$ cat src/dpllcf_pkg.sv
// dpllcf_pkg: constants and carrier types for the loop divider and holdover
// configuration bank.
// assumes a 100 MHz mclk and byte-wide registers placed one per APB word.
package dpllcf_pkg;

  // bus shape
  localparam int ADDR_W   = 16;              // apb byte address width
  localparam int DATA_W   = 32;              // apb data width
  localparam int IDX_W    = ADDR_W - 2;      // register index width
  localparam int NUM_REGS = 22;              // byte registers in the bank
  localparam int SLOT_W   = 5;               // width of a slot number

  // time base
  localparam int CLK_PERIOD_NS = 10;         // mclk period
  localparam int MS_TIME_NS    = 1000000;    // one history timer unit
  localparam int MS_CYCLES     = MS_TIME_NS / CLK_PERIOD_NS;

  // register indices; byte address is four times the index
  localparam logic [IDX_W-1:0] REG_INDEX [NUM_REGS] = '{
    14'h046b, 14'h046c, 14'h046d,            // integer feedback divide
    14'h046e, 14'h046f, 14'h0470,            // fractional numerator
    14'h0471, 14'h0472, 14'h0473,            // fractional modulus
    14'h0500, 14'h0501, 14'h0502, 14'h0503,  // free-run tuning word
    14'h0504,                                // oscillator integer divide
    14'h0505, 14'h0506, 14'h0507,            // pull-in lower limit
    14'h0508, 14'h0509, 14'h050a,            // pull-in upper limit
    14'h050b, 14'h050c                       // history timer
  };

  // reset values, slot by slot
  localparam logic [7:0] REG_RESET [NUM_REGS] = '{
    8'hcb, 8'h07, 8'h00, 8'h04, 8'h00, 8'h00, 8'h05, 8'h00, 8'h00,
    8'h12, 8'h15, 8'h64, 8'h1b, 8'h08,
    8'h51, 8'hb8, 8'h02, 8'h3e, 8'h0a, 8'h0b, 8'h0a, 8'h00
  };

  // writable bits; reserved bits are held at zero
  localparam logic [7:0] REG_MASK [NUM_REGS] = '{
    8'hff, 8'hff, 8'h01, 8'hff, 8'hff, 8'h7f, 8'hff, 8'hff, 8'h7f,
    8'hff, 8'hff, 8'hff, 8'h3f, 8'h1f,
    8'hff, 8'hff, 8'h0f, 8'hff, 8'hff, 8'h0f, 8'hff, 8'hff
  };

  // read-only status register
  localparam logic [IDX_W-1:0] STATUS_INDEX = 14'h0530;
  localparam int STAT_HIST_VALID_BIT = 0;    // history average available
  localparam int STAT_OSC_BAD_BIT    = 1;    // last oscillator code illegal

  // slot numbers
  localparam logic [SLOT_W-1:0] SLOT_INT_LO  = 5'h00;
  localparam logic [SLOT_W-1:0] SLOT_INT_MID = 5'h01;
  localparam logic [SLOT_W-1:0] SLOT_INT_HI  = 5'h02;
  localparam logic [SLOT_W-1:0] SLOT_NUM_LO  = 5'h03;
  localparam logic [SLOT_W-1:0] SLOT_NUM_MID = 5'h04;
  localparam logic [SLOT_W-1:0] SLOT_NUM_HI  = 5'h05;
  localparam logic [SLOT_W-1:0] SLOT_MOD_LO  = 5'h06;
  localparam logic [SLOT_W-1:0] SLOT_MOD_MID = 5'h07;
  localparam logic [SLOT_W-1:0] SLOT_MOD_HI  = 5'h08;
  localparam logic [SLOT_W-1:0] SLOT_FREE_B0 = 5'h09;
  localparam logic [SLOT_W-1:0] SLOT_FREE_B1 = 5'h0a;
  localparam logic [SLOT_W-1:0] SLOT_FREE_B2 = 5'h0b;
  localparam logic [SLOT_W-1:0] SLOT_FREE_B3 = 5'h0c;
  localparam logic [SLOT_W-1:0] SLOT_OSC     = 5'h0d;
  localparam logic [SLOT_W-1:0] SLOT_LOW_LO  = 5'h0e;
  localparam logic [SLOT_W-1:0] SLOT_LOW_MID = 5'h0f;
  localparam logic [SLOT_W-1:0] SLOT_LOW_HI  = 5'h10;
  localparam logic [SLOT_W-1:0] SLOT_UP_LO   = 5'h11;
  localparam logic [SLOT_W-1:0] SLOT_UP_MID  = 5'h12;
  localparam logic [SLOT_W-1:0] SLOT_UP_HI   = 5'h13;
  localparam logic [SLOT_W-1:0] SLOT_HIST_LO = 5'h14;
  localparam logic [SLOT_W-1:0] SLOT_HIST_HI = 5'h15;

  // field widths and codes
  localparam int FREE_W = 30;                 // free-run tuning word
  localparam int HIST_W = 16;                 // history timer in ms
  localparam logic [4:0] OSC_DIV_FOUR    = 5'h04;
  localparam logic [4:0] OSC_DIV_RUN_MIN = 5'h06;
  localparam logic [4:0] OSC_DIV_RUN_MAX = 5'h0f;
  localparam int HIST_IIR_SHIFT = 4;          // smoothing of the history

  // configuration fields handed to the loop
  typedef struct packed {
    logic [16:0] intDivMinusOne;              // ratio minus one
    logic [22:0] fracNumerator;
    logic [22:0] fracModulus;
    logic [29:0] freeRunWord;
    logic [4:0]  oscDivide;                   // last legal code only
    logic [19:0] clampLower;
    logic [19:0] clampUpper;
    logic [15:0] historyMs;
  } dpllcf_cfg_t;

  // holdover result handed to the loop
  typedef struct packed {
    logic [29:0] holdoverWord;
    logic        historyValid;
    logic        historyUpdate;               // one-cycle pulse
  } dpllcf_hold_t;

endpackage

$ cat src/dpllcf_top.sv
// dpllcf_top: configuration bank for the first digital loop's feedback divider
// on the fourth reference input and the second digital loop's free-run,
// oscillator, pull-in clamp and holdover history settings.
// assumes an apb master on mclk and loop logic on mclk for the tuning word.
//
// Chosen here: the APB interface to the registers.
`timescale 1ns/1ps
module dpllcf_top
  import dpllcf_pkg::*;
#(
  parameter int MsCycles = MS_CYCLES          // cycles per ms, shorten in sim
)(
  // clock and reset
  input  wire logic              mclk,
  input  wire logic              rstn,
  // apb slave
  input  wire logic              psel,
  input  wire logic              penable,
  input  wire logic              pwrite,
  input  wire logic [ADDR_W-1:0] paddr,
  input  wire logic [DATA_W-1:0] pwdata,
  input  wire logic [3:0]        pstrb,
  output logic      [DATA_W-1:0] prdata,
  output logic                   pready,
  output logic                   pslverr,
  // loop side
  input  wire logic [FREE_W-1:0] loopTuneWord,
  input  wire logic              refSwitch,
  output dpllcf_cfg_t            cfg,
  output dpllcf_hold_t           hold
);

  // slot lookup: hit flag above the slot number
  function automatic logic [SLOT_W:0] findSlot(input logic [ADDR_W-1:0] a);
    logic [SLOT_W:0] r;
    r = '0;
    for (int i = 0; i < NUM_REGS; i++)
    begin
      if (a[ADDR_W-1:2] == REG_INDEX[i] && a[1:0] == 2'b00)
        r = {1'b1, SLOT_W'(i)};
    end
    return r;
  endfunction

  // legal oscillator integer codes
  function automatic logic oscLegal(input logic [4:0] code);
    return code == OSC_DIV_FOUR ||
           (code >= OSC_DIV_RUN_MIN && code <= OSC_DIV_RUN_MAX);
  endfunction

  // register storage
  logic [7:0]        regByte_r [NUM_REGS];    // one byte per slot
  logic [4:0]        oscEff_r;                // divide code in use
  logic              oscBad_r;                // illegal code was written

  // bus state
  logic [SLOT_W-1:0] slot_r;                  // slot decoded at setup
  logic              hit_r;                   // setup hit a byte register
  logic [SLOT_W:0]   lookup;                  // combinational decode
  logic              isStatus;                // setup hits the status word
  logic              setupPhase;              // first cycle of a transfer
  logic              writeDone;               // write takes effect now
  logic [7:0]        wrByte;                  // masked write byte

  // history state
  logic              msTick;                  // one-ms pulse
  logic              intervalDone;            // averaging period ended
  logic [FREE_W-1:0] iir_r;                   // running average
  logic [FREE_W-1:0] histWord_r;              // average at last interval end
  logic              historyValid_r;          // histWord_r is usable
  logic              historyUpdate_r;         // histWord_r just refreshed
  logic [FREE_W-1:0] holdWord_r;              // word offered for holdover
  logic [FREE_W:0]   iirDiff;                 // sample minus average
  logic [FREE_W:0]   iirSum;                  // next average, unsigned
  logic signed [FREE_W:0] iirStep;            // scaled step, sign kept

  // decode and write qualification
  always_comb
  begin
    setupPhase = psel && !penable;
    lookup     = findSlot(paddr);
    isStatus   = paddr[ADDR_W-1:2] == STATUS_INDEX && paddr[1:0] == 2'b00;
    writeDone  = psel && penable && pready && pwrite && hit_r && pstrb[0];
    wrByte     = pwdata[7:0] & REG_MASK[slot_r];
  end

  // apb answer: decoded and read at setup, ready in the access cycle
  always_ff @(posedge mclk or negedge rstn)
  begin
    if (!rstn)
    begin
      pready  <= 1'b0;
      pslverr <= 1'b0;
      prdata  <= '0;
      slot_r  <= '0;
      hit_r   <= 1'b0;
    end
    else if (setupPhase)
    begin
      pready  <= 1'b1;
      slot_r  <= lookup[SLOT_W-1:0];
      hit_r   <= lookup[SLOT_W];
      pslverr <= !lookup[SLOT_W] && !isStatus;     // unmapped address
      if (pwrite || !(lookup[SLOT_W] || isStatus))
        prdata <= '0;
      else if (isStatus)
      begin
        // device state, other bits zero
        prdata                      <= '0;
        prdata[STAT_HIST_VALID_BIT] <= historyValid_r;
        prdata[STAT_OSC_BAD_BIT]    <= oscBad_r;
      end
      else
        prdata <= {24'h0, regByte_r[lookup[SLOT_W-1:0]]};
    end
    else
    begin
      // access completes at this edge; drop ready behind it
      pready  <= 1'b0;
      pslverr <= 1'b0;
      hit_r   <= 1'b0;
    end
  end

  // byte storage with per-slot reset and reserved masks
  always_ff @(posedge mclk or negedge rstn)
  begin
    if (!rstn)
    begin
      // documented defaults
      for (int i = 0; i < NUM_REGS; i++)
        regByte_r[i] <= REG_RESET[i];
    end
    else if (writeDone)
      regByte_r[slot_r] <= wrByte;              // reserved bits forced low
  end

  // oscillator divide in use follows legal codes only
  always_ff @(posedge mclk or negedge rstn)
  begin
    if (!rstn)
    begin
      oscEff_r <= REG_RESET[SLOT_OSC][4:0];
      oscBad_r <= 1'b0;
    end
    else if (writeDone && slot_r == SLOT_OSC)
    begin
      if (oscLegal(wrByte[4:0]))
      begin
        oscEff_r <= wrByte[4:0];
        oscBad_r <= 1'b0;
      end
      else
        oscBad_r <= 1'b1;                       // keep last legal divide
    end
  end

  // field assembly straight from the byte flops; oscillator divide from oscEff_r
  always_comb
  begin
    // stored value is ratio minus one, bit 16 in the top byte
    cfg.intDivMinusOne = {regByte_r[SLOT_INT_HI][0], regByte_r[SLOT_INT_MID],
                          regByte_r[SLOT_INT_LO]};
    cfg.fracNumerator  = {regByte_r[SLOT_NUM_HI][6:0], regByte_r[SLOT_NUM_MID],
                          regByte_r[SLOT_NUM_LO]};
    cfg.fracModulus    = {regByte_r[SLOT_MOD_HI][6:0], regByte_r[SLOT_MOD_MID],
                          regByte_r[SLOT_MOD_LO]};
    cfg.freeRunWord    = {regByte_r[SLOT_FREE_B3][5:0], regByte_r[SLOT_FREE_B2],
                          regByte_r[SLOT_FREE_B1], regByte_r[SLOT_FREE_B0]};
    cfg.oscDivide      = oscEff_r;
    cfg.clampLower     = {regByte_r[SLOT_LOW_HI][3:0], regByte_r[SLOT_LOW_MID],
                          regByte_r[SLOT_LOW_LO]};
    cfg.clampUpper     = {regByte_r[SLOT_UP_HI][3:0], regByte_r[SLOT_UP_MID],
                          regByte_r[SLOT_UP_LO]};
    cfg.historyMs      = {regByte_r[SLOT_HIST_HI], regByte_r[SLOT_HIST_LO]};
  end

  // ms time base and averaging interval from the history timer
  dpllcf_hist_timer #(
    .MsCycles     (MsCycles)
  ) u_timer (
    .mclk         (mclk),
    .rstn         (rstn),
    .intervalMs   (cfg.historyMs),
    .restart      (refSwitch),
    .msTick       (msTick),
    .intervalDone (intervalDone)
  );

  // smoothing step, one sample per millisecond
  always_comb
  begin
    iirDiff = {1'b0, loopTuneWord} - {1'b0, iir_r};
    // shift on its own so a falling word keeps its sign
    iirStep = $signed(iirDiff) >>> HIST_IIR_SHIFT;
    iirSum  = {1'b0, iir_r} + $unsigned(iirStep);
  end

  // running average of the loop tuning word
  always_ff @(posedge mclk or negedge rstn)
  begin
    if (!rstn)
      iir_r <= '0;
    else if (refSwitch)
      iir_r <= loopTuneWord;                    // new reference, new average
    else if (msTick)
      iir_r <= iirSum[FREE_W-1:0];
  end

  // history capture at each interval end; capture wins over a clear
  always_ff @(posedge mclk or negedge rstn)
  begin
    if (!rstn)
    begin
      histWord_r      <= '0;
      historyValid_r  <= 1'b0;
      historyUpdate_r <= 1'b0;
    end
    else
    begin
      historyUpdate_r <= intervalDone;
      if (intervalDone)
      begin
        histWord_r     <= iir_r;
        historyValid_r <= 1'b1;
      end
      else if (refSwitch)
        historyValid_r <= 1'b0;
    end
  end

  // holdover word: history if any, else the free-run word
  always_ff @(posedge mclk or negedge rstn)
  begin
    if (!rstn)
      holdWord_r <= '0;
    else
      holdWord_r <= historyValid_r ? histWord_r : cfg.freeRunWord;
  end

  // holdover outputs
  always_comb
  begin
    hold.holdoverWord  = holdWord_r;
    hold.historyValid  = historyValid_r;
    hold.historyUpdate = historyUpdate_r;
  end

  // integer divide low byte stores the written byte
  a_int_div_store: assert property (
    @(posedge mclk) disable iff (!rstn)
    writeDone && slot_r == SLOT_INT_LO
      |=> cfg.intDivMinusOne[7:0] == $past(pwdata[7:0]))
    else $error("integer divide low byte not stored");

  // numerator top byte drops its reserved bit
  a_num_top_mask: assert property (
    @(posedge mclk) disable iff (!rstn)
    writeDone && slot_r == SLOT_NUM_HI
      |=> regByte_r[SLOT_NUM_HI] == ($past(pwdata[7:0]) & 8'h7f))
    else $error("numerator top byte masked wrongly");

  // modulus reserved bit stays low
  a_mod_reserved: assert property (
    @(posedge mclk) disable iff (!rstn)
    regByte_r[SLOT_MOD_HI][7] == 1'b0)
    else $error("modulus reserved bit set");

  // free-run top byte reserved bits stay low
  a_free_reserved: assert property (
    @(posedge mclk) disable iff (!rstn)
    regByte_r[SLOT_FREE_B3][7:6] == 2'b00)
    else $error("free-run reserved bits set");

  // illegal oscillator code leaves the divide unchanged
  a_osc_hold_bad: assert property (
    @(posedge mclk) disable iff (!rstn)
    writeDone && slot_r == SLOT_OSC && !oscLegal(pwdata[4:0])
      |=> oscEff_r == $past(oscEff_r) && oscBad_r)
    else $error("illegal oscillator code accepted");

  // lower clamp top nibble reserved
  a_low_reserved: assert property (
    @(posedge mclk) disable iff (!rstn)
    regByte_r[SLOT_LOW_HI][7:4] == 4'h0)
    else $error("lower clamp reserved nibble set");

  // upper clamp top nibble reserved
  a_up_reserved: assert property (
    @(posedge mclk) disable iff (!rstn)
    regByte_r[SLOT_UP_HI][7:4] == 4'h0)
    else $error("upper clamp reserved nibble set");

  // interval end refreshes history two cycles on the holdover word
  a_hist_capture: assert property (
    @(posedge mclk) disable iff (!rstn)
    intervalDone |=> historyValid_r && historyUpdate_r
      ##1 holdWord_r == $past(histWord_r))
    else $error("history not captured at interval end");

  // without history the holdover word tracks the free-run word
  a_hold_fallback: assert property (
    @(posedge mclk) disable iff (!rstn)
    !historyValid_r |=> holdWord_r == $past(cfg.freeRunWord))
    else $error("holdover word ignores free-run word");

  // read data upper bytes zero on a register read
  a_read_upper: assert property (
    @(posedge mclk) disable iff (!rstn)
    psel && penable && pready && !pwrite && hit_r |-> prdata[31:8] == 24'h0)
    else $error("read data upper bits not zero");

endmodule

$ cat src/dpllcf_hist_timer.sv
// dpllcf_hist_timer: millisecond time base and history interval counter.
// assumes restart and the interval come from logic on mclk.
`timescale 1ns/1ps
module dpllcf_hist_timer
  import dpllcf_pkg::*;
#(
  parameter int MsCycles = MS_CYCLES          // cycles in one millisecond
)(
  // clock and reset
  input  wire logic              mclk,
  input  wire logic              rstn,
  // control
  input  wire logic [HIST_W-1:0] intervalMs,
  input  wire logic              restart,
  // events
  output logic                   msTick,
  output logic                   intervalDone
);

  localparam int CNT_W = $clog2(MsCycles + 1);

  logic [CNT_W-1:0]  tickCnt_r;               // cycles within a ms
  logic [HIST_W-1:0] msCnt_r;                 // ms within the interval
  logic [HIST_W:0]   intervalEff;             // interval, zero forced to one
  logic [HIST_W:0]   msNext;                  // ms count after this tick

  // a zero timer is illegal; run it as one ms rather than never
  always_comb
  begin
    intervalEff = (intervalMs == '0) ? (HIST_W+1)'(1) : {1'b0, intervalMs};
    msNext      = {1'b0, msCnt_r} + (HIST_W+1)'(1);
  end

  // millisecond divider, one-cycle tick
  always_ff @(posedge mclk or negedge rstn)
  begin
    if (!rstn)
    begin
      tickCnt_r <= '0;
      msTick    <= 1'b0;
    end
    else if (restart || tickCnt_r == CNT_W'(MsCycles - 1))
    begin
      tickCnt_r <= '0;
      msTick    <= !restart;
    end
    else
    begin
      tickCnt_r <= tickCnt_r + CNT_W'(1);
      msTick    <= 1'b0;
    end
  end

  // interval counter in ms units
  always_ff @(posedge mclk or negedge rstn)
  begin
    if (!rstn)
    begin
      msCnt_r      <= '0;
      intervalDone <= 1'b0;
    end
    else if (restart)
    begin
      msCnt_r      <= '0;
      intervalDone <= 1'b0;
    end
    else if (msTick && msNext >= intervalEff)
    begin
      msCnt_r      <= '0;
      intervalDone <= 1'b1;                    // averaging period ends
    end
    else
    begin
      if (msTick)
        msCnt_r <= msNext[HIST_W-1:0];
      intervalDone <= 1'b0;
    end
  end

  // interval ends only on a millisecond boundary
  a_done_tick_order: assert property (
    @(posedge mclk) disable iff (!rstn)
    intervalDone |-> $past(msTick))
    else $error("interval ended off a millisecond tick");

endmodule

$ cat config.mk
export PLATFORM = sky130hd
export DESIGN_NAME = dpllcf_top
export DESIGN_NICKNAME = d
export VERILOG_FILES = /design/src/dpllcf_pkg.sv /design/src/dpllcf_top.sv /design/src/dpllcf_hist_timer.sv
export SDC_FILE = /design/constraint.sdc
export NUM_CORES = 1
export LEC_CHECK = 0
export BUFFER_PORTS_ARGS = -buffer_cell sky130_fd_sc_hd__buf_2
export CORE_ASPECT_RATIO = 1.1
export CORE_MARGIN = 3
export CORE_UTILIZATION = 38
export DETAILED_ROUTE_END_ITERATION = 12
export PLACE_DENSITY = 0.58
export RECOVER_POWER = 100
export SYNTH_ARGS = -nofsm -noshare
export SYNTH_HDL_FRONTEND = slang
export SYNTH_HIERARCHICAL = 1
export SYNTH_SLANG_ARGS = --single-unit
export TNS_END_PERCENT = 50
$ cat constraint.sdc
create_clock -name mclk -period 7 [get_ports mclk]
set_clock_uncertainty 0.05 [all_clocks]
set_input_delay 1.05 -clock mclk [delete_from_list [all_inputs] [get_ports mclk]]
set_output_delay 1.05 -clock mclk [all_outputs]
set_load 0.05 [all_outputs]
==> impl_metrics.json <==
{
  "status": "finished with violations",
  "violations": "capacitance limit, slew limit",
  "hold_path.class": "reg2reg",
  "crit_type": "in2reg",
  "r2r_start": "iir_r[2]",
  "final_util": 0.4194,
  "synthCells": 2040,
  "layout.cells.most_common": "nand2_1",
  "period_minus_slack_ns": 5.948,
  "worst_setup_path_end_kind": "register",
  "core_um2": 49450,
  "rows": 85,
  "slew_violations": 238,
  "syn-cell-area_um2": 19190,
  "critPathArrivalTime_ns": 6.20,
  "vias": 14790,
  "dieArea_um2": 53250,
  "worst_pin_slew_ns": 4.666,
  "power_frac_comb": 0.182,
  "routed_via_density": 5.297,
  "die_w_um": 220.3,
  "peakVddDrop_uv": 219.6,
  "critPathLaunchType": "input pin",
  "clk_pin_slew_ns": 0.05,
  "area_growth_pct": 8.064,
  "slew_headroom": -2.111,
  "clkLatencyLatePin_ns": 0.56,
  "synth_flop_cell": "dfrtp_1",
  "synth_warnings": 6,
  "finalHoldWorstSlack_ns": 0.4292,
  "holdPathStages": 2,
  "cts_buffers": 39,
  "cts_root_buffer": "clkbuf_16",
  "grt_antenna_before_repair": 2,
  "hpwl_mm": 39.79,
  "hold_viol_final": 0,
  "drc": 0,
  "dpl.cell_count": 2719,
  "seqPwrFrac": 0.405,
  "grt_pass1_vias": 14570,
  "critPathMaxFanout": 4,
  "overflow": 0,
  "ioPinCount": 308,
  "switching_power_mw": 1.364,
  "post_drt_wl_per_cell_um": 19.86,
  "nNetsFinal": 2279,
  "total_power_mw": 4.796,
  "n_fill_cell": 4954,
  "drive_gt1_frac": 0.1356,
  "drtPass1Iterations": 5,
  "track_usage": 0.2041,
  "ys_seq_area_frac": 0.4267,
  "cp.required_ns": 7.26,
  "clockPowerShare": 0.413,
  "synth.avg_cell_area_um2": 9.409,
  "htree_levels": 2,
  "power-per-cell-area_nw_per_um2": 231.2,
  "wl_mm": 55.44,
  "setup_violations": 0,
  "swShare": 0.2843,
  "cts_buffer_depth": 3,
  "r2r_slack_ns": 1.20,
  "r2r_cells": 21,
  "globalplace.congestion": 0.8621,
  "grt_pass1_wl_mm": 85.08,
  "port_buffers": 256,
  "layout_common_cells": "348 x nand2_1, 279 x dfrtp_1, 219 x clkbuf_1",
  "ctsHoldBuffers": 0,
  "tns_ns": 0,
  "post_cts_buffers": 0,
  "cts_sinks": 325,
  "reg2reg_to": "iir_r[29]",
  "synth-edff-count": 0,
  "p_int_mw": 3.432,
  "die_y_um": 241.7,
  "holdPathEnd": "regByte_r[45]",
  "fmax_ghz": 0.1681,
  "synth.distinct_cells": 95,
  "start_util": 0.3881,
  "synthArstFlopShare": 1.000,
  "rsz0062_at_grt": "no",
  "drv_cap": 5,
  "drt_iter0_drc": 1124,
  "post-route-period-util": 0.8497,
  "power.leakage_nw": 9.186,
  "detail-route-antenna-nets": 0,
  "grt_max_degree": 168,
  "cts_resized": 0,
  "min-delay-start": "regByte_r[45]",
  "ys_seq_elements": 325,
  "stdcell_count": 2792,
  "tritoncts": "built"
}
-- synthesized netlist by cell type (14+ instances only) --
cell type / number / share of area
a211oi_1: 25 / 0.0098
a21o_1: 27 / 0.011
a21oi_1: 54 / 0.014
a311oi_1: 15 / 0.0068
and3_1: 18 / 0.0059
buf_2: 15 / 0.0039
buf_4: 177 / 0.069
clkbuf_1: 62 / 0.012
dfrtp_1: 280 / 0.37
dfstp_2: 45 / 0.062
ha_1: 82 / 0.053
inv_1: 64 / 0.013
mux2_2: 89 / 0.052
mux2i_1: 58 / 0.030
nand2_1: 348 / 0.068
nand3_1: 40 / 0.010
nand3b_1: 14 / 0.0055
nor2_1: 73 / 0.014
nor3_1: 28 / 0.0073
o21ai_0: 199 / 0.052
o21ai_1: 14 / 0.0037
xnor2_1: 48 / 0.022
xor2_1: 28 / 0.013
-- worst max-delay path, cell delays in order --
cell and delay [ns]:
clkbuf_1 0.09, ha_1 0.32, a21o_1 0.16, a31oi_1 0.28, o211ai_1 0.22, a21boi_0 0.53
o21bai_1 0.18, a21o_1 0.24, a21o_1 0.20, a21oi_1 0.18, xnor2_1 0.09, ha_1 0.21
or2_2 0.30, a2111o_1 0.39, a2bb2oi_1 0.18, o211ai_1 0.38, o211ai_1 0.20, a41oi_1 0.40
nor4b_1 0.11, nor4_1 0.35, o311ai_0 0.16
-- area by class of cell --
type                            count  area [um2]  share of cell area
Antenna cell                        1       2.502           0.0001206
Clock buffer                       58        1097             0.05290
Clock inverter                     14       140.1            0.006756
Inverter                           65       244.0             0.01176
Multi-Input combinational cell   1402        9086              0.4381
Sequential cell                   325        8190              0.3949
Tap cell                          652       815.8             0.03933
Timing Repair Buffer              275        1165             0.05616
-- power groups by stage --
stage                     sequential (mW)  clock, mW  combinational [mW]
after floorplan                      1.96          0               0.670
after global placement               1.98          0               0.860
after detailed placement             1.98          0               0.870
after CTS                            1.94       2.04               0.876
after global routing                 1.95       2.11               0.974
final                                1.94       1.98               0.873
-- logic make-up (layout without fill, tap and decap cells) --
kind of cell	after synthesis	count (layout)	synth area share
fa+ha+maj	84	84	0.05502
mux	147	147	0.08246
simple gates	626	626	0.1509
xor+xnor	76	76	0.03468
flops	325	325	0.4267
other cells	1	25	0.0001954
compound gates	445	445	0.1458
buf+inv	336	412	0.1043
-- how the worst max path moves through the flow --
| stage | from | end | slack, ns | cells after the start |
|---|---|---|---|---|
| after floorplan | loopTuneWord[4] | iir_r[29] | 1.69 | 20 |
| after global placement | loopTuneWord[2] | iir_r[29] | 0.81 | 21 |
| after detailed placement | loopTuneWord[2] | iir_r[29] | 0.73 | 21 |
| after CTS | loopTuneWord[2] | iir_r[29] | 1.32 | 21 |
| after global routing | loopTuneWord[2] | iir_r[29] | 0.54 | 21 |
| final | loopTuneWord[2] | iir_r[29] | 1.05 | 21 |
-- per-layer routing --
layer	routed length [um]	GRT usage
met5	25	0
met4	1407	0.06138
met3	3222	0.03026
met2	26740	0.3448
met1	24050	0.2698
-- state kept, by name (all words and copies together) (netlist names) --
signal	count
cfg	149
histWord_r	30
holdWord_r	30
iir_r	30
regByte_r	27
u_timer/tickCnt_r	17
u_timer/msCnt_r	16
prdata	8
oscEff_r	5
slot_r	5
historyUpdate_r	1
historyValid_r	1
hit_r	1
oscBad_r	1
pready	1
pslverr	1
u_timer/intervalDone	1
u_timer/msTick	1
-- through the flow --
step | instance area [um2] | setup WS (ns)
2_1_floorplan | 19280 | 1.687
3_3_place_gp | 19800 | 0.8067
3_5_place_dp | 19800 | 0.7323
4_1_cts | 21040 | 1.324
5_1_grt | 20740 | 0.5437
6_report | 20740 | 1.052
Power figures use the tool's default switching activity.
